## config.mk

```make
export PLATFORM = sky130hd
export DESIGN_NAME = spcb_port
export DESIGN_NICKNAME = d
export VERILOG_FILES = /design/src/common/spcb_pkg.sv /design/src/verilog/spcb_mem.sv /design/src/verilog/spcb_port.sv
export SDC_FILE = /design/constraint.sdc
export NUM_CORES = 1
export LEC_CHECK = 0
export BUFFER_PORTS_ARGS = -buffer_cell sky130_fd_sc_hd__buf_2
export CAP_MARGIN = 20
export CORE_AREA = 2 2 262 264
export CTS_BUF_LIST = sky130_fd_sc_hd__clkbuf_4 sky130_fd_sc_hd__clkbuf_8
export CTS_CLUSTER_SIZE = 30
export DETAILED_ROUTE_END_ITERATION = 8
export DIE_AREA = 0 0 264 266
export GPL_TIMING_DRIVEN = 1
export HOLD_SLACK_MARGIN = 0.05
export PLACE_DENSITY_LB_ADDON = 0.15
export SLEW_MARGIN = 20
export SYNTH_ARGS = -nofsm -noshare
export SYNTH_HDL_FRONTEND = slang
export SYNTH_HIERARCHICAL = 1
export SYNTH_SLANG_ARGS = --single-unit
```

## constraint.sdc

```tcl
create_clock -name mclk -period 7 [get_ports mclk]
set_input_delay 0.7 -clock mclk [delete_from_list [all_inputs] [get_ports mclk]]
set_output_delay 0.7 -clock mclk [all_outputs]
set_load 0.1 [all_outputs]
```

## src/common/spcb_pkg.sv

```systemverilog
// offsets, field positions, reset values and encodings of the serial port
package spcb_pkg;
  // register byte offsets on the bus
  localparam logic [3:0] OFF_STATUS = 4'h0;
  localparam logic [3:0] OFF_CON1   = 4'h4;
  localparam logic [3:0] OFF_CON2   = 4'h8;
  localparam logic [3:0] OFF_DATA   = 4'hC;
  // status word fields
  localparam int ST_EN       = 15;
  localparam int ST_CNT_LO   = 8;
  localparam int ST_SR_EMPTY = 7;
  localparam int ST_OVF      = 6;
  localparam int ST_RX_EMPTY = 5;
  localparam int ST_ISEL_LO  = 2;
  localparam int ST_TBF      = 1;
  localparam int ST_RBF      = 0;
  // control one fields
  localparam int C1_CLK_DIS  = 12;
  localparam int C1_DO_DIS   = 11;
  localparam int C1_WIDE     = 10;
  localparam int C1_SMP      = 9;
  localparam int C1_CKE      = 8;
  localparam int C1_SLAVE_SELECT_ENABLE     = 7;
  localparam int C1_CKP      = 6;
  localparam int C1_MST      = 5;
  localparam int C1_SEC_LO   = 2;
  localparam int C1_PRI_LO   = 0;
  localparam logic [15:0] C1_MASK = 16'h1FFF;
  // control two fields
  localparam int C2_FRM      = 15;
  localparam int C2_FSD      = 14;
  localparam int C2_FPOL     = 13;
  localparam int C2_FE       = 1;
  localparam int C2_BEN      = 0;
  localparam logic [15:0] C2_MASK = 16'hE003;
  // reset values
  localparam logic [15:0] CON1_RST = 16'h0000;
  localparam logic [15:0] CON2_RST = 16'h0000;
  localparam logic [2:0]  ISEL_RST = 3'h0;
  // buffer sizes
  localparam int FIFO_DEPTH = 8;
  localparam int FIFO_AW    = 3;
  localparam int DATA_W     = 16;
  localparam logic [3:0] RX_HIGH_LEVEL = 4'h6;
  // bus answer phases: read data capture, then the phase in which waitrequest drops
  localparam logic [1:0] BUS_CAPTURE = 2'h1;
  localparam logic [1:0] BUS_TAKE    = 2'h2;
  // clock divider ratios
  localparam logic [6:0] PRI_DIV_1  = 7'h01;
  localparam logic [6:0] PRI_DIV_4  = 7'h04;
  localparam logic [6:0] PRI_DIV_16 = 7'h10;
  localparam logic [6:0] PRI_DIV_64 = 7'h40;
  localparam logic [3:0] SEC_BASE   = 4'h8;
  localparam logic [9:0] MIN_RATIO  = 10'h002;
  // buffer condition selections
  localparam logic [2:0] SEL_TX_FULL  = 3'h7;
  localparam logic [2:0] SEL_TX_LAST  = 3'h6;
  localparam logic [2:0] SEL_TX_DONE  = 3'h5;
  localparam logic [2:0] SEL_TX_SPOT  = 3'h4;
  localparam logic [2:0] SEL_RX_FULL  = 3'h3;
  localparam logic [2:0] SEL_RX_HIGH  = 3'h2;
  localparam logic [2:0] SEL_RX_AVAIL = 3'h1;
  localparam logic [2:0] SEL_RX_EMPTY = 3'h0;
  // transfer engine states
  typedef enum logic [4:0] {
    ST_IDLE  = 5'h01,
    ST_FETCH = 5'h02,
    ST_LOAD  = 5'h04,
    ST_PRE   = 5'h08,
    ST_RUN   = 5'h10
  } spcb_state_e;
endpackage

```

## src/verilog/spcb_mem.sv

```systemverilog
// small word memory with registered read data
`timescale 1ns/1ps
module spcb_mem #(
  parameter int W  = 16,
  parameter int AW = 3
) (
  // clock and reset
  input  wire logic          mclk,
  input  wire logic          rst,
  // write side
  input  wire logic          wr_en,
  input  wire logic [AW-1:0] wr_addr,
  input  wire logic [W-1:0]  wr_data,
  // read side
  input  wire logic [AW-1:0] rd_addr,
  output logic      [W-1:0]  rd_data
);
  // storage and output register
  typedef struct packed {
    logic [(1<<AW)-1:0][W-1:0] mem;
    logic [W-1:0]              q;
  } spcb_mem_s;

  spcb_mem_s r;
  spcb_mem_s n;

  // write a word and read the addressed word
  always_comb begin
    n = r;
    n.q = r.mem[rd_addr];
    if (wr_en) begin
      n.mem[wr_addr] = wr_data;
    end
  end

  // register the whole state
  always_ff @(posedge mclk) begin
    if (rst) begin
      r <= '0;
    end else begin
      r <= n;
    end
  end

  assign rd_data = r.q;
endmodule

```

## src/verilog/spcb_port.sv

```systemverilog
// serial port with control registers, buffers and transfer engine
//
// The implementer's own choices: the Avalon-MM interface to the registers and the register addresses.
`timescale 1ns/1ps
module spcb_port #(
  parameter int DEPTH = spcb_pkg::FIFO_DEPTH,
  parameter int AW    = spcb_pkg::FIFO_AW
) (
  // clock and reset
  input  wire logic        mclk,
  input  wire logic        rst,
  // avalon-mm register slave
  input  wire logic [3:0]  address,
  input  wire logic        read,
  input  wire logic        write,
  input  wire logic [31:0] writedata,
  input  wire logic [3:0]  byteenable,
  output logic      [31:0] readdata,
  output logic             waitrequest,
  // serial clock pin
  input  wire logic        serial_clock_pin_in,
  output logic             serial_clock_pin_out,
  output logic             serial_clock_pin_oe,
  // serial data pins
  input  wire logic        serial_data_in_pin,
  output logic             serial_data_out_pin,
  output logic             serial_data_out_pin_oe,
  // select and frame sync pin
  input  wire logic        slave_select_pin_n_in,
  output logic             slave_select_pin_out,
  output logic             slave_select_pin_oe,
  // selected buffer condition
  output logic             buffer_condition
);
  // all registered state
  typedef struct packed {
    logic [1:0]            ph;     // bus answer phase
    logic [15:0]           rdata;  // captured read word
    logic [15:0]           con1;   // control one
    logic [15:0]           con2;   // control two
    logic                  en;     // module enable
    logic [2:0]            isel;   // buffer condition select
    logic                  ovf;    // receive overflow flag
    logic [AW-1:0]         txw;    // tx write pointer
    logic [AW-1:0]         txr;    // tx read pointer
    logic [AW-1:0]         rxw;    // rx write pointer
    logic [AW-1:0]         rxr;    // rx read pointer
    logic [AW:0]           txc;    // tx words held
    logic [AW:0]           rxc;    // rx words unread
    spcb_pkg::spcb_state_e st;     // engine state
    logic [15:0]           sr;     // shift register
    logic [4:0]            bitn;   // bits done in word
    logic [9:0]            cnt;    // cycle in bit window
    logic                  skip;   // lead-in window or edge
    logic                  sck;    // clock pin level
    logic                  sdo;    // data pin level
    logic                  fs;     // frame sync pin level
    logic                  cond;   // buffer condition
    logic [2:0]            sck_q;  // clock pin synchroniser
    logic [1:0]            ss_q;   // select pin synchroniser
    logic [1:0]            sdi_q;  // data pin synchroniser
  } spcb_regs_s;

  spcb_regs_s r;
  spcb_regs_s n;

  // divider ratio from primary and secondary codes
  function automatic logic [9:0] spcb_ratio(input logic [1:0] pri,
                                            input logic [2:0] sec);
    logic [6:0] p;
    logic [3:0] s;
    case (pri)
      2'h3:    p = spcb_pkg::PRI_DIV_1;
      2'h2:    p = spcb_pkg::PRI_DIV_4;
      2'h1:    p = spcb_pkg::PRI_DIV_16;
      default: p = spcb_pkg::PRI_DIV_64;
    endcase
    s = spcb_pkg::SEC_BASE - {1'h0, sec};
    spcb_ratio = 10'(p) * 10'(s);
  endfunction

  // byte lane merge for a control write
  function automatic logic [15:0] spcb_merge(input logic [15:0] old,
                                             input logic [15:0] wd,
                                             input logic [1:0]  be,
                                             input logic [15:0] mask);
    logic [15:0] v;
    v = old;
    if (be[0]) begin
      v[7:0] = wd[7:0];
    end
    if (be[1]) begin
      v[15:8] = wd[15:8];
    end
    spcb_merge = v & mask;
  endfunction

  // first bit to send for the current width
  function automatic logic spcb_msb(input logic [15:0] sr,
                                    input logic wide);
    spcb_msb = wide ? sr[15] : sr[7];
  endfunction

  // decoded controls
  logic        master;
  logic        framed;
  logic        fdir;
  logic        fpol;
  logic        fedge;
  logic        wide;
  logic        cke_eff;
  logic        act;
  logic [AW:0] cap;
  logic [9:0]  raw_ratio;
  logic [9:0]  ratio;
  logic [9:0]  half;
  logic [4:0]  nbits;
  // bus and buffer strobes
  logic        bus_req;
  logic        bus_take;
  logic        dat_wr;
  logic        dat_rd;
  logic        tx_push;
  logic        rx_pop;
  logic        tx_pop;
  logic        rx_push;
  logic [15:0] rx_wdata;
  logic [15:0] tx_q;
  logic [15:0] rx_q;
  logic [15:0] stat;
  logic [15:0] rd_mux;
  // synchronised slave clock edges
  logic        s_chg;
  logic        s_lead;
  logic        s_trail;
  logic        s_chg_edge;
  logic        s_smp_edge;
  logic        ss_act;
  logic        fs_seen;
  logic        gate;
  logic        win_end;
  logic        smp_now;

  assign master    = r.con1[spcb_pkg::C1_MST];
  assign framed    = r.con2[spcb_pkg::C2_FRM];
  assign fdir      = r.con2[spcb_pkg::C2_FSD];
  assign fpol      = r.con2[spcb_pkg::C2_FPOL];
  assign fedge     = r.con2[spcb_pkg::C2_FE];
  assign wide      = r.con1[spcb_pkg::C1_WIDE];
  assign cke_eff   = r.con1[spcb_pkg::C1_CKE] & ~framed;
  assign act       = ~r.con1[spcb_pkg::C1_CKP];
  // one slot in single mode, the whole fifo in buffer mode
  assign cap = r.con2[spcb_pkg::C2_BEN] ? (AW+1)'(DEPTH)
                                        : (AW+1)'(1);
  assign raw_ratio = spcb_ratio(r.con1[spcb_pkg::C1_PRI_LO +: 2],
                                r.con1[spcb_pkg::C1_SEC_LO +: 3]);
  // a one to one ratio cannot make two edges, so it runs at two
  assign ratio   = (raw_ratio < spcb_pkg::MIN_RATIO) ? spcb_pkg::MIN_RATIO
                                                     : raw_ratio;
  assign half    = ratio >> 1;
  assign nbits   = wide ? 5'h10 : 5'h08;
  assign win_end = (r.cnt == ratio - 10'h001);
  // sampling point of a master bit window
  assign smp_now = r.con1[spcb_pkg::C1_SMP] ? win_end
                                            : (r.cnt == half);

  // bus decode, data location shared by both directions
  assign bus_req  = read | write;
  assign bus_take = bus_req & (r.ph == spcb_pkg::BUS_TAKE);
  assign dat_wr   = bus_take & write & (address == spcb_pkg::OFF_DATA)
                    & (|byteenable[1:0]);
  assign dat_rd   = bus_take & read & (address == spcb_pkg::OFF_DATA);
  assign tx_push  = dat_wr & r.en & (r.txc < cap);
  assign rx_pop   = dat_rd & (r.rxc != '0);

  // slave edges from the second and third synchroniser stages
  assign s_chg      = r.sck_q[1] ^ r.sck_q[2];
  assign s_lead     = s_chg & (r.sck_q[1] == act);
  assign s_trail    = s_chg & (r.sck_q[1] != act);
  assign s_chg_edge = cke_eff ? s_trail : s_lead;
  assign s_smp_edge = cke_eff ? s_lead : s_trail;
  assign ss_act     = ~r.ss_q[1];
  assign fs_seen    = (r.ss_q[1] == fpol);
  // select pin gates a slave only when enabled and unframed
  assign gate = framed | ~r.con1[spcb_pkg::C1_SLAVE_SELECT_ENABLE] | ss_act;

  // next state of bus, registers, buffers and engine
  always_comb begin
    n        = r;
    tx_pop   = 1'h0;
    rx_push  = 1'h0;
    rx_wdata = 16'h0000;
    // status word as software sees it
    stat = 16'h0000;
    stat[spcb_pkg::ST_EN]       = r.en;
    stat[spcb_pkg::ST_CNT_LO +: 3] =
      master ? ((r.txc > (AW+1)'(7)) ? 3'h7 : 3'(r.txc))
             : ((r.rxc > (AW+1)'(7)) ? 3'h7 : 3'(r.rxc));
    stat[spcb_pkg::ST_SR_EMPTY] = (r.st == spcb_pkg::ST_IDLE);
    stat[spcb_pkg::ST_OVF]      = r.ovf;
    stat[spcb_pkg::ST_RX_EMPTY] = (r.rxc == '0);
    stat[spcb_pkg::ST_ISEL_LO +: 3] = r.isel;
    stat[spcb_pkg::ST_TBF]      = (r.txc >= cap);
    stat[spcb_pkg::ST_RBF]      = (r.rxc >= cap);
    // read data multiplexer, unmapped offsets read zero
    case (address)
      spcb_pkg::OFF_STATUS: rd_mux = stat;
      spcb_pkg::OFF_CON1:   rd_mux = r.con1;
      spcb_pkg::OFF_CON2:   rd_mux = r.con2;
      spcb_pkg::OFF_DATA:   rd_mux = rx_q;
      default:              rd_mux = 16'h0000;
    endcase
    // bus answer phases, write commits in the take phase
    if (!bus_req || r.ph == spcb_pkg::BUS_TAKE) begin
      n.ph = 2'h0;
    end else begin
      n.ph = r.ph + 2'h1;
    end
    if (bus_req && r.ph == spcb_pkg::BUS_CAPTURE) begin
      n.rdata = rd_mux;
    end
    if (bus_take && write) begin
      case (address)
        spcb_pkg::OFF_STATUS: begin
          if (byteenable[1]) begin
            n.en = writedata[spcb_pkg::ST_EN];
          end
          if (byteenable[0]) begin
            n.isel = writedata[spcb_pkg::ST_ISEL_LO +: 3];
            if (!writedata[spcb_pkg::ST_OVF]) begin
              n.ovf = 1'h0;
            end
          end
        end
        spcb_pkg::OFF_CON1: begin
          n.con1 = spcb_merge(r.con1, writedata[15:0], byteenable[1:0],
                              spcb_pkg::C1_MASK);
        end
        spcb_pkg::OFF_CON2: begin
          n.con2 = spcb_merge(r.con2, writedata[15:0], byteenable[1:0],
                              spcb_pkg::C2_MASK);
        end
        default: begin
          // data pushes through tx_push, others are ignored
        end
      endcase
    end
    // pin synchronisers
    n.sck_q = {r.sck_q[1:0], serial_clock_pin_in};
    n.ss_q  = {r.ss_q[0], slave_select_pin_n_in};
    n.sdi_q = {r.sdi_q[0], serial_data_in_pin};
    // transfer engine
    case (r.st)
      spcb_pkg::ST_IDLE: begin
        // a stopped master clock holds the word back
        if (r.en && r.txc != '0 &&
            !(master && r.con1[spcb_pkg::C1_CLK_DIS])) begin
          n.st = spcb_pkg::ST_FETCH;
        end
      end
      spcb_pkg::ST_FETCH: begin
        // memory read data settles for the head word
        n.st = spcb_pkg::ST_LOAD;
      end
      spcb_pkg::ST_LOAD: begin
        // head word into the shift register frees a slot
        n.sr   = tx_q;
        tx_pop = 1'h1;
        n.bitn = 5'h00;
        n.cnt  = 10'h000;
        n.skip = 1'h0;
        if (!master && cke_eff) begin
          n.sdo = spcb_msb(tx_q, wide);
        end
        if (framed && (fdir || !master)) begin
          n.st = spcb_pkg::ST_PRE;
        end else begin
          n.st   = spcb_pkg::ST_RUN;
          n.skip = framed & ~fedge;
        end
      end
      spcb_pkg::ST_PRE: begin
        if (fdir) begin
          // wait for the incoming sync pulse
          if (fs_seen) begin
            n.st   = spcb_pkg::ST_RUN;
            n.skip = ~fedge;
          end
        end else if (s_lead) begin
          // slave frame master holds the pulse to the first clock
          n.sdo = spcb_msb(r.sr, wide);
          n.st  = spcb_pkg::ST_RUN;
        end
      end
      spcb_pkg::ST_RUN: begin
        if (master) begin
          // bit windows of ratio cycles
          n.cnt = win_end ? 10'h000 : r.cnt + 10'h001;
          n.sck = ((r.cnt < half) ^ cke_eff) ? act : ~act;
          if (!r.skip) begin
            if (r.cnt == 10'h000) begin
              n.sdo = spcb_msb(r.sr, wide);
            end
            if (smp_now) begin
              n.sr = {r.sr[14:0], r.sdi_q[1]};
            end
          end
          if (win_end) begin
            if (r.skip) begin
              n.skip = 1'h0;
            end else begin
              n.bitn = r.bitn + 5'h01;
              if (r.bitn == nbits - 5'h01) begin
                rx_push = 1'h1;
              end
            end
          end
        end else if (gate) begin
          // slave follows the outside clock, sample phase unused
          if (s_chg_edge && !r.skip) begin
            n.sdo = spcb_msb(r.sr, wide);
          end
          if (s_smp_edge) begin
            if (r.skip) begin
              n.skip = 1'h0;
            end else begin
              n.sr   = {r.sr[14:0], r.sdi_q[1]};
              n.bitn = r.bitn + 5'h01;
              if (r.bitn == nbits - 5'h01) begin
                rx_push = 1'h1;
              end
            end
          end
        end
      end
      default: begin
        n.st = spcb_pkg::ST_IDLE;
      end
    endcase
    // finished word into the receive side or dropped on overflow
    if (rx_push) begin
      n.st     = spcb_pkg::ST_IDLE;
      n.sck    = ~act;
      rx_wdata = wide ? n.sr : {8'h00, n.sr[7:0]};
      if (r.rxc >= cap) begin
        rx_push = 1'h0;
        n.ovf   = 1'h1;
      end
    end
    if (r.st != spcb_pkg::ST_RUN) begin
      n.sck = ~act;
    end
    // pointers and counts, set and clear in one cycle both count
    if (tx_push) begin
      n.txw = r.txw + 1'h1;
    end
    if (tx_pop) begin
      n.txr = r.txr + 1'h1;
    end
    if (rx_push) begin
      n.rxw = r.rxw + 1'h1;
    end
    if (rx_pop) begin
      n.rxr = r.rxr + 1'h1;
    end
    n.txc = r.txc + (AW+1)'(tx_push) - (AW+1)'(tx_pop);
    n.rxc = r.rxc + (AW+1)'(rx_push) - (AW+1)'(rx_pop);
    // a disabled port stops and empties its buffers
    if (!r.en) begin
      n.st  = spcb_pkg::ST_IDLE;
      n.txw = '0;
      n.txr = '0;
      n.rxw = '0;
      n.rxr = '0;
      n.txc = '0;
      n.rxc = '0;
    end
    // frame sync pulse once per word, one bit window from a master, held to the first clock from a slave
    n.fs = (framed && !fdir &&
            ((master && n.st == spcb_pkg::ST_RUN &&
              (n.skip || (n.bitn == 5'h00 && fedge))) ||
             (!master && n.st == spcb_pkg::ST_PRE)))
           ? fpol : ~fpol;
    // buffer condition chosen by the select field in buffer mode, rx full in single mode
    if (!r.con2[spcb_pkg::C2_BEN]) begin
      n.cond = (n.rxc >= cap);
    end else begin
      case (r.isel)
        spcb_pkg::SEL_TX_FULL:  n.cond = (n.txc >= cap);
        spcb_pkg::SEL_TX_LAST:  n.cond = (n.txc == '0) &&
                                         (n.st != spcb_pkg::ST_IDLE);
        spcb_pkg::SEL_TX_DONE:  n.cond = (n.txc == '0) &&
                                         (n.st == spcb_pkg::ST_IDLE);
        spcb_pkg::SEL_TX_SPOT:  n.cond = (n.txc < cap);
        spcb_pkg::SEL_RX_FULL:  n.cond = (n.rxc >= cap);
        spcb_pkg::SEL_RX_HIGH:  n.cond = ({1'h0, n.rxc} >=
                                          spcb_pkg::RX_HIGH_LEVEL);
        spcb_pkg::SEL_RX_AVAIL: n.cond = (n.rxc != '0);
        default:                n.cond = (n.rxc == '0);
      endcase
    end
  end

  // register the whole state
  always_ff @(posedge mclk) begin
    if (rst) begin
      r       <= '0;
      r.con1  <= spcb_pkg::CON1_RST;
      r.con2  <= spcb_pkg::CON2_RST;
      r.isel  <= spcb_pkg::ISEL_RST;
      r.st    <= spcb_pkg::ST_IDLE;
      r.fs    <= 1'h1;
      r.cond  <= 1'h1;
      r.ss_q  <= 2'h3;
    end else begin
      r <= n;
    end
  end

  // transmit buffer storage
  spcb_mem #(.W(spcb_pkg::DATA_W), .AW(AW)) u_tx_mem (
    .mclk    (mclk),
    .rst     (rst),
    .wr_en   (tx_push),
    .wr_addr (r.txw),
    .wr_data (writedata[15:0]),
    .rd_addr (r.txr),
    .rd_data (tx_q)
  );

  // receive buffer storage
  spcb_mem #(.W(spcb_pkg::DATA_W), .AW(AW)) u_rx_mem (
    .mclk    (mclk),
    .rst     (rst),
    .wr_en   (rx_push),
    .wr_addr (r.rxw),
    .wr_data (rx_wdata),
    .rd_addr (r.rxr),
    .rd_data (rx_q)
  );

  // bus answer and pins
  assign readdata    = {16'h0000, r.rdata};
  assign waitrequest = bus_req & (r.ph != spcb_pkg::BUS_TAKE);
  assign serial_clock_pin_out   = r.sck;
  assign serial_clock_pin_oe    = r.en & master &
                                  ~r.con1[spcb_pkg::C1_CLK_DIS];
  assign serial_data_out_pin    = r.sdo;
  assign serial_data_out_pin_oe = r.en &
                                  ~r.con1[spcb_pkg::C1_DO_DIS];
  assign slave_select_pin_out   = r.fs;
  assign slave_select_pin_oe    = r.en & framed & ~fdir;
  assign buffer_condition       = r.cond;
endmodule

```

==> results.yml, run 1 <==
run_status:
  status: "finished, final reports clean"
detailed_routing:
  wl_per_cell_um: 19.2
  via_per_inst: 5.01
  antenna_left: 0
  vias: 16700
  drt_wl_total_um: 63900
  drc: 0
  drt_pre_antenna_iters: 6
  detail_route.iter0.violations: 1219
job:
  maxCapViolCount: 0
die:
  rows: 96
  coreArea_um2: 67700
  die_h_um: 266
  io_pins: 87
  start_util_pct: 29.6
  die_x_um: 264
  die_area_um2: 70200
setup_path:
  r2r-end: "buffer_condition$_SDFF_PP1_"
  r2r-start: "r[92]$_SDFFE_PP0P_"
  cp-startpoint: "r[92]$_SDFFE_PP0P_"
  r2r_setup_slack_ns: 0.17
  crit_path_end_kind: "register"
  cp.arrival_ns: 7.37
  max_stage_delay_ns: 0.52
  critPathLaunchType: "register"
  r2r_cells: 39
  worstSetupPathType: "reg -> reg"
  cpMostUsedCell: "inv_2"
  cp.required_ns: 7.54
  crit_end: "buffer_condition$_SDFF_PP1_"
  crit_path_top_delay_cell: "fa_1"
  path_max_fanout: 3
power_and_ir_drop:
  p_clk_share_pct: 50.1
  power_density_nw_per_um2: 215
  vdd_drop_max_mv: 0.113
  netSwitchingPower_mw: 1.16
  power_frac_comb_pct: 3.0
  leakagePower_nw: 7.86
  p_total_mw: 4.84
  swShare_pct: 24.0
  internal_power_mw: 3.68
  power_frac_seq_pct: 46.8
global_route:
  grt_pass1_vias: 16300
  grt_pass1_wl_um: 98600
  grt_max_degree: 208
  grt_remaining_overflow: 0
  grt_antenna_before_repair: 4
  groute.usage.overall_pct: 18.1
synth:
  synth_edf_count: 0
  synth_top_area_share_pct: 39.7
  syn_area_um2: 20000
  ys_ff_latch: 397
  synth_cell_types: 82
  ys.flop_type: "dfxtp_1"
  synthCells: 2397
  yosysSeqAreaShare_pct: 39.7
  synth_top_area_cell: "dfxtp_1"
  synth-async-reset-ratio_pct: 0
  netlist_top_cells_area: "dfxtp_1 40%, nand2_1 12%, a21oi_1 8.5%"
  syn_avg_cell_area_um2: 8.35
  ys_warn_count: 6
place:
  port-buffer-count: 52
  place_congestion: 0.845
  dpl.hpwl_um: 41000
timing:
  whs_ns: 0.283
  relSlewSlack_pct: 28.5
  hold_violations: 0
  grt_setup_unrepaired: "yes"
  worst_pin_slew_ns: 1.07
  post-route-period-util_pct: 97.5
  final-setup-viol-count: 0
  drv_slew: 0
  period_needed_ns: 6.83
  clock_skew_ns: 0.0483
  fmax_mhz: 146
clock_tree:
  path_clk_slew_ns: 0.06
  clkSinkCount: 397
  cts_tree: "yes"
  numCtsBuffers: 76
  clk_latency_ns: 0.66
  clockRootBuffer: "clkbuf_8"
  htreeDepth: 3
  clockBufferDepth: 3
layout:
  layout-drive-gt1-share_pct: 16.6
  final_nets: 2484
  fillCellCount: 7144
  area_delta_synth_final_pct: 12.4
min_path:
  hold_path.class: "in -> reg"
  hold_depth: 2
## cell usage after synthesis (all sizes together), types with 15 or more instances
cell	instances
inv	41
xor2	21
nor2b	17
dfxtp	397
nor2	173
mux2i	60
a21oi	341
mux4	65
a2bb2o	16
xnor2	15
o21ai	47
o22ai	18
clkbuf	97
nand3	22
buf	166
ha	49
and2	16
nor3	16
nand2	618
## sequential cells by signal, indices dropped and copies added, names as in the netlist
name and flops:
master 1, framed 1, buffer_condition 1, fdir 1, serial_data_out_pin 1, readdata 16
serial_clock_pin_out 1, r 80, n 4, fedge 1, u_tx_mem/rd_data 16, u_tx_mem/r 128
u_rx_mem/r 128, u_rx_mem/rd_data 16, fpol 1, slave_select_pin_out 1
## placed cells by master (no fill, tap or decap), drive strengths merged, types with 7 or more instances in the layout
cell	netlist	final
and3	10	10
nand3	22	22
nand3b	11	11
nand4	11	11
a211oi	7	7
mux2i	60	60
or3	7	7
a22oi	10	10
nor3	16	16
inv	41	45
a31oi	8	8
o21ai	47	47
and4b	9	9
xnor2	15	15
a2bb2o	16	16
nand4bb	7	7
and4bb	7	7
nand2	618	618
nor2b	17	17
and2	16	16
dfxtp	397	397
xor2	21	21
conb	1	16
nand4b	7	7
ha	49	49
o21a	9	9
a21oi	341	341
a222oi	7	7
nor2	173	173
o22ai	18	18
clkbuf	97	125
nor4	13	13
buf	166	157
nand2b	8	8
mux4	65	65
## how the worst min path moves through the flow
stage / startpoint / endpoint / slack, ns
6_report: slave_select_pin_n_in / n[3]$_SDFF_PP1_ / 0.28
3_3_place_gp: n[3]$_SDFF_PP1_ / r[3]$_SDFF_PP1_ / 0.42
4_1_cts: slave_select_pin_n_in / n[3]$_SDFF_PP1_ / 0.24
2_1_floorplan: n[3]$_SDFF_PP1_ / r[3]$_SDFF_PP1_ / 0.39
5_1_grt: slave_select_pin_n_in / n[3]$_SDFF_PP1_ / 0.26
3_5_place_dp: n[3]$_SDFF_PP1_ / r[3]$_SDFF_PP1_ / 0.41
## area by class of cell
class	count	area (um^2)	area share (%)
Multi-Input combinational cell	1708	10600	47.0
Sequential cell	397	7960	35.3
Clock buffer	125	1500	6.67
Tap cell	882	1100	4.90
Timing Repair Buffer	157	1080	4.81
Inverter	44	165	0.734
Clock inverter	8	95.1	0.423
Antenna cell	6	15.0	0.0667
## per-stage QoR
stage / cells / cell area [um^2] / setup WS (ns) / setup TNS, ns / util, %
after floorplan: 2412 / 20100 / 0.0129 / 0 / -
after CTS: 3318 / 22400 / 0.00290 / 0 / 33.0
after global routing: 3326 / 22500 / -0.319 / -0.319 / 33.2
final: 3327 / 22500 / 0.173 / 0 / 33.2
after detailed placement: 3172 / 20700 / -0.00180 / -0.00180 / 30.5
after global placement: 3170 / 20600 / 0.0266 / 0 / 30.5
## what timing repair did
action	CTS	global route
pin swaps	16	27
setup buffers	13	2
hold buffers	0	0
endpoints found under the setup margin	1	1
resized for setup	5	23
## cells by family (layout without fill, tap and decap cells)
| kind of cell | after synthesis | after routing | share of synthesized area [%] |
|---|---|---|---|
| other | 1 | 22 | 0.0187 |
| and+or+nand+nor | 972 | 972 | 21.4 |
| adders and majority gates | 53 | 53 | 3.46 |
| buffers and inverters | 307 | 334 | 8.57 |
| muxes | 127 | 127 | 10.6 |
| DFF | 397 | 397 | 39.7 |
| xor gates and xnor gates | 37 | 37 | 1.69 |
| AOI/OAI and AO/OA | 503 | 503 | 14.5 |
## worst max-delay path: cells and delay by family, from the launching register on
kind                     cells  cell delay, ns
XOR/XNOR                     3            0.52
AO/OA/AOI/OAI               11            2.12
AND/OR/NAND/NOR             12            1.79
adder cells (fa/ha/maj)      7            1.65
buffers and inverters        6            0.28
flip-flops                   1            0.33
## metal layers
| metal | up-vias | global-route usage, % | routed length [um] | part of all wire, % |
|---|---|---|---|---|
| met4 | 4 | 5.57 | 1500 | 2.3 |
| met5 | - | 0 | 33 | 0.052 |
| met1 | 8107 | 24.4 | 29600 | 46 |
| li1 | 8103 | - | - | - |
| met3 | 101 | 2.57 | 2840 | 4.4 |
| met2 | 356 | 29.9 | 30000 | 47 |
## power by group through the flow
| stage | Sequential (mW) | Combinational (mW) | Clock, mW |
|---|---|---|---|
| after detailed placement | 2.32 | 0.149 | 0 |
| after floorplan | 2.32 | 0.113 | 0 |
| after CTS | 2.27 | 0.149 | 2.51 |
| after global routing | 2.27 | 0.158 | 2.61 |
| final | 2.27 | 0.147 | 2.43 |
| after global placement | 2.32 | 0.148 | 0 |
Note: power is estimated with default switching activity, not from simulation.
==> run 2: changes to the inputs <==
- CAP_MARGIN: 20 -> not set
- CORE_AREA: 2 2 262 264 -> 2 2 189 191
- DIE_AREA: 0 0 264 266 -> 0 0 191 193
- SLEW_MARGIN: 20 -> not set
==> run 2 against run 1 <==
Compared with the run above:
- clock skew is 0.023 ns lower
- first-iteration DRC count is 33% higher
- hold slack better by 0.0021 ns
- critical endpoint unchanged
- critical path type unchanged
==> results.yml, run 2 (synthesis results as in run 1) <==
timing:
  grt_setup_unrepaired: "yes"
  clock_skew_ns: 0.0254
  fmax_mhz: 143
  period_needed_ns: 6.97
  worst_pin_slew_ns: 1.12
  layout_setup_ws_ns: 0.0297
  finalSetupTns_ns: 0
  whs_ns: 0.285
  post-route-period-util_pct: 99.6
  drv_slew: 0
  final-setup-viol-count: 0
  hold_violations: 0
  relSlewSlack_pct: 25.0
setup_path:
  r2r-start: "r[93]$_SDFFE_PP0P_"
  critPathLaunchType: "register"
  worstSetupPathType: "reg -> reg"
  max_stage_delay_ns: 0.56
  crit_path_end_kind: "register"
  path_max_fanout: 3
  r2r-end: "buffer_condition$_SDFF_PP1_"
  crit_path_top_delay_cell: "fa_1"
  r2r_cells: 38
  cp.arrival_ns: 7.49
  r2r_setup_slack_ns: 0.03
  cp.required_ns: 7.52
clock_tree:
  htreeDepth: 3
  clockRootBuffer: "clkbuf_8"
  clockBufferDepth: 3
  numCtsBuffers: 68
  clkSinkCount: 397
  clk_latency_ns: 0.62
  path_clk_slew_ns: 0.06
  cts_tree: "yes"
min_path:
  hold_path.class: "in -> reg"
  hold_depth: 2
  whs_endpoint: "n[3]$_SDFF_PP1_"
  hp-start: "slave_select_pin_n_in"
global_route:
  grt_remaining_overflow: 0
  groute.usage.overall_pct: 29.3
  grt_max_degree: 104
  grt_antenna_before_repair: 0
  grt_pass1_vias: 15600
  grt_pass1_wl_um: 84400
power_and_ir_drop:
  vdd_drop_max_mv: 0.148
  leakagePower_nw: 7.71
  power_density_nw_per_um2: 211
die:
  rows: 69
  die_x_um: 191
  start_util_pct: 57.3
  die_area_um2: 36900
  die_h_um: 193
  coreArea_um2: 35000
  io_pins: 87
layout:
  mostFrequentLayoutCells: "608 x nand2_1, 391 x dfxtp_1, 332 x a21oi_1, 155 x nor2_1, 88 x clkbuf_8"
  final_nets: 2454
  area_delta_synth_final_pct: 9.37
  final_common_cell: "nand2_1"
  layout-drive-gt1-share_pct: 17.2
  layout.cells.non_filler: 2862
  diodes: 0
  largestRegisters: "u_rx_mem/r x128, u_tx_mem/r x128, r x80"
  utilization_pct: 62.6
detailed_routing:
  drt_wl_total_um: 55200
  drc: 0
  vias: 16900
  antenna_left: 0
  wl_per_cell_um: 19.3
  detail_route.iter0.violations: 1622
  drt_pre_antenna_iters: 5
  via_per_inst: 5.90
place:
  placed_cells: 2720
  place_congestion: 0.878
  post-place-ws_ns: -0.0305
  port-buffer-count: 52
  dpl.hpwl_um: 34700
job:
  maxCapViolCount: 0
run_status:
  status: "finished, final reports clean"
run 2: worst max path at each step:
stage	startpoint	end	slack, ns	cells after the start
3_3_place_gp	r[91]$_SDFFE_PP0P_	buffer_condition$_SDFF_PP1_	0.05	39
3_5_place_dp	r[91]$_SDFFE_PP0P_	buffer_condition$_SDFF_PP1_	-0.03	39
4_1_cts	r[91]$_SDFFE_PP0P_	buffer_condition$_SDFF_PP1_	0.001	39
6_report	r[93]$_SDFFE_PP0P_	buffer_condition$_SDFF_PP1_	0.03	38
5_1_grt	r[93]$_SDFFE_PP0P_	buffer_condition$_SDFF_PP1_	-0.36	39
2_1_floorplan	r[91]$_SDFFE_PP0P_	buffer_condition$_SDFF_PP1_	0.01	42
run 2: metrics by stage:
| stage | power (mW) | area [um^2] |
|---|---|---|
| global placement | 2.46 | 19900 |
| CTS | 4.65 | 21500 |
| global route | 4.77 | 21900 |
| detailed placement | 2.46 | 19900 |
| floorplan | 2.43 | 20100 |
| finish | 4.63 | 21900 |
run 2: what timing repair did:
action                     4_1_cts  5_1_grt
buffers inserted                19        5
pin swaps                       12       42
hold buffers                     0        0
setup endpoints to repair        1      130
gates cloned                     0        1
resized for setup                7       94
run 2: per-layer routing:
| layer | global-route usage [%] | wire (um) |
|---|---|---|
| met1 | 39.4 | 23700 |
| met2 | 48.4 | 26300 |
| met3 | 4.09 | 3730 |
| met4 | 10.7 | 1480 |
| met5 | 0 | 0 |
run 2: report_power, final:
part / leakage (nW) / switching (mW) / internal [mW] / total [mW]
clock: 0.773 / 0.935 / 1.28 / 2.21
combinational: 3.74 / 0.126 / 0.0205 / 0.147
sequential: 3.20 / 0.00235 / 2.26 / 2.27
run 2: cell type report:
cell class	count	area, um^2
clock buffers	110	1380
clock inverters	7	71.3
fillers	3087	13100
inverters	44	168
multi-input cells	1708	10800
flip-flops and latches	397	7960
well taps	461	577
repair buffers	135	936
run 2: worst max-delay path: cells and delay by family, from the launching register on:
family	cells	cell delay, ns
AO/OA/AOI/OAI	10	2.18
AND/OR/NAND/NOR	12	1.86
adder cells (fa/ha/maj)	6	1.47
buffers and inverters	7	0.52
XOR/XNOR	3	0.50
flip-flops	1	0.33
==> run 3: changes to the inputs <==
==> constraint.sdc (replaced) <==
create_clock -name mclk -period 7 [get_ports mclk]
set_input_delay 1.4 -clock mclk [delete_from_list [all_inputs] [get_ports mclk]]
set_output_delay 1.4 -clock mclk [all_outputs]
set_load 0.1 [all_outputs]
==> run 3 against run 2 <==
Compared with the run above:
- the flow now finishes with violations (negative setup slack)
- clock-buffer cell count grew 1
- sequential share of layout area is 0.48 points higher
- sequential power is essentially flat
- critical path depth rose by 1
- register-to-register slack worse by 0.03 ns
==> results.yml, run 3 (synthesis results as in run 1) <==
layout:
  multi_input_area_um2: 10600
  final_common_cell: "nand2_1"
  largestRegisters: "u_rx_mem/r x128, u_tx_mem/r x128, r x80"
  diodes: 0
  final_nets: 2454
  area_delta_synth_final_pct: 7.97
  stdcell_area_um2: 21600
  layout-drive-gt1-share_pct: 15.4
  fillCellCount: 3063
  mostFrequentLayoutCells: "616 x nand2_1, 391 x dfxtp_1, 340 x a21oi_1, 155 x nor2_1, 88 x clkbuf_8"
  seq_area_um2: 7960
min_path:
  hp-start: "n[3]$_SDFF_PP1_"
  hold_depth: 1
  whs_endpoint: "r[3]$_SDFF_PP1_"
  hold_path.class: "reg -> reg"
timing:
  worst_pin_slew_ns: 1.23
  layout_setup_ws_ns: -0.000813
  final-setup-viol-count: 1
  drv_slew: 0
  grt_setup_unrepaired: "yes"
  post-route-period-util_pct: 100
  hold_violations: 0
  period_needed_ns: 7.00
  relSlewSlack_pct: 17.5
  clock_skew_ns: 0.0282
  fmax_mhz: 143
global_route:
  grt_pass1_vias: 15700
  groute.usage.overall_pct: 29.6
  grt_remaining_overflow: 0
  grt_max_degree: 149
  grt_pass1_wl_um: 85100
  grt_antenna_before_repair: 0
power_and_ir_drop:
  power_frac_seq_pct: 49.6
  power_density_nw_per_um2: 211
  netSwitchingPower_mw: 1.05
  swShare_pct: 22.9
  power_frac_comb_pct: 3.2
  vdd_drop_max_mv: 0.171
  leakagePower_nw: 7.63
  p_clk_share_pct: 47.2
  internal_power_mw: 3.52
  p_total_mw: 4.57
clock_tree:
  clkSinkCount: 397
  cts_tree: "yes"
  clk_latency_ns: 0.61
  clockRootBuffer: "clkbuf_8"
  hold_buffers: 0
  htreeDepth: 3
  numCtsBuffers: 68
  path_clk_slew_ns: 0.06
  clockBufferDepth: 3
die:
  die_area_um2: 36900
  rows: 69
  die_h_um: 193
  start_util_pct: 57.3
  coreArea_um2: 35000
  io_pins: 87
  die_x_um: 191
setup_path:
  crit_path_end_kind: "register"
  crit_path_top_delay_cell: "fa_1"
  r2r-start: "r[91]$_SDFFE_PP0P_"
  r2r_setup_slack_ns: -0.0008
  cpMostUsedCell: "inv_1"
  r2r_cells: 39
  critPathLaunchType: "register"
  critPathTopFamily: "compound AO/OA/AOI/OAI gates"
  cp.required_ns: 7.48
  worst-path-buf-inv: 6
  path_max_fanout: 4
  r2r-end: "buffer_condition$_SDFF_PP1_"
  cp.arrival_ns: 7.48
  max_stage_delay_ns: 0.51
  worstSetupPathType: "reg -> reg"
detailed_routing:
  drt_wl_total_um: 54900
  antenna_left: 0
  via_per_inst: 5.90
  drc: 0
  wl_per_cell_um: 19.2
  vias: 16900
  detail_route.iter0.violations: 1639
  drt_pre_antenna_iters: 6
job:
  maxCapViolCount: 0
place:
  port-buffer-count: 52
  dpl.hpwl_um: 35300
  dpl-instance-area_um2: 19900
  place_congestion: 0.884
run_status:
  status: "finished, violations left"
  violations: "negative setup slack"
run 3: metal layers:
| metal | wire length, um | GRT usage (%) | up-vias |
|---|---|---|---|
| met4 | 1370 | 10.3 | 0 |
| met1 | 24200 | 40.2 | 8165 |
| met2 | 25700 | 48.4 | 591 |
| met5 | 0 | 0 | - |
| met3 | 3640 | 4.18 | 104 |
| li1 | - | - | 8015 |
run 3: repair_timing:
action	in CTS	in global routing
pin swaps	16	9
setup buffers	18	3
endpoints found under the setup margin	1	129
gates resized for setup	11	29
run 3: area by class of cell:
type	count	share of cell area [%]
Multi-Input combinational cell	1708	49.1
Sequential cell	397	36.8
Clock buffer	111	6.40
Timing Repair Buffer	135	4.19
Tap cell	461	2.67
Inverter	44	0.764
Clock inverter	4	0.104
run 3: worst reg2reg max path: cells and delay by family, from the launching register on:
family                     cells  cell delay [ns]
buffers and inverters          6             0.41
and+or+nand+nor               12             1.97
xor gates and xnor gates       3             0.50
adders and majority gates      7             1.64
DFF                            1             0.35
AOI/OAI and AO/OA             11             2.03
run 3: worst max path at each step:
stage	cells after the start	from	endpoint	slack (ns)
6_report	39	r[91]$_SDFFE_PP0P_	buffer_condition$_SDFF_PP1_	-0.0008
3_5_place_dp	40	r[91]$_SDFFE_PP0P_	buffer_condition$_SDFF_PP1_	-0.11
5_1_grt	40	r[91]$_SDFFE_PP0P_	buffer_condition$_SDFF_PP1_	-0.33
4_1_cts	39	r[92]$_SDFFE_PP0P_	buffer_condition$_SDFF_PP1_	-0.05
2_1_floorplan	42	r[91]$_SDFFE_PP0P_	buffer_condition$_SDFF_PP1_	0.01
3_3_place_gp	39	r[91]$_SDFFE_PP0P_	buffer_condition$_SDFF_PP1_	0.03
run 3: power by group through the flow:
stage / clock network, mW / logic, mW / registers, mW
after floorplan: 0 / 0.113 / 2.32
after global placement: 0 / 0.142 / 2.31
after detailed placement: 0 / 0.143 / 2.32
after CTS: 2.20 / 0.145 / 2.27
after global routing: 2.31 / 0.154 / 2.26
final: 2.16 / 0.146 / 2.27
run 3: stage by stage:
stage	setup WS (ns)	hold WS, ns	util [%]	cells	TNS (ns)
2_1_floorplan	0.0129	0.389	-	2412	0
3_3_place_gp	0.0292	0.404	56.9	2724	0
3_5_place_dp	-0.110	0.403	56.9	2724	-0.110
4_1_cts	-0.0453	0.428	61.5	2857	-0.0453
5_1_grt	-0.334	0.437	61.8	2860	-0.345
6_report	-0.000813	0.433	61.8	2860	-0.000813
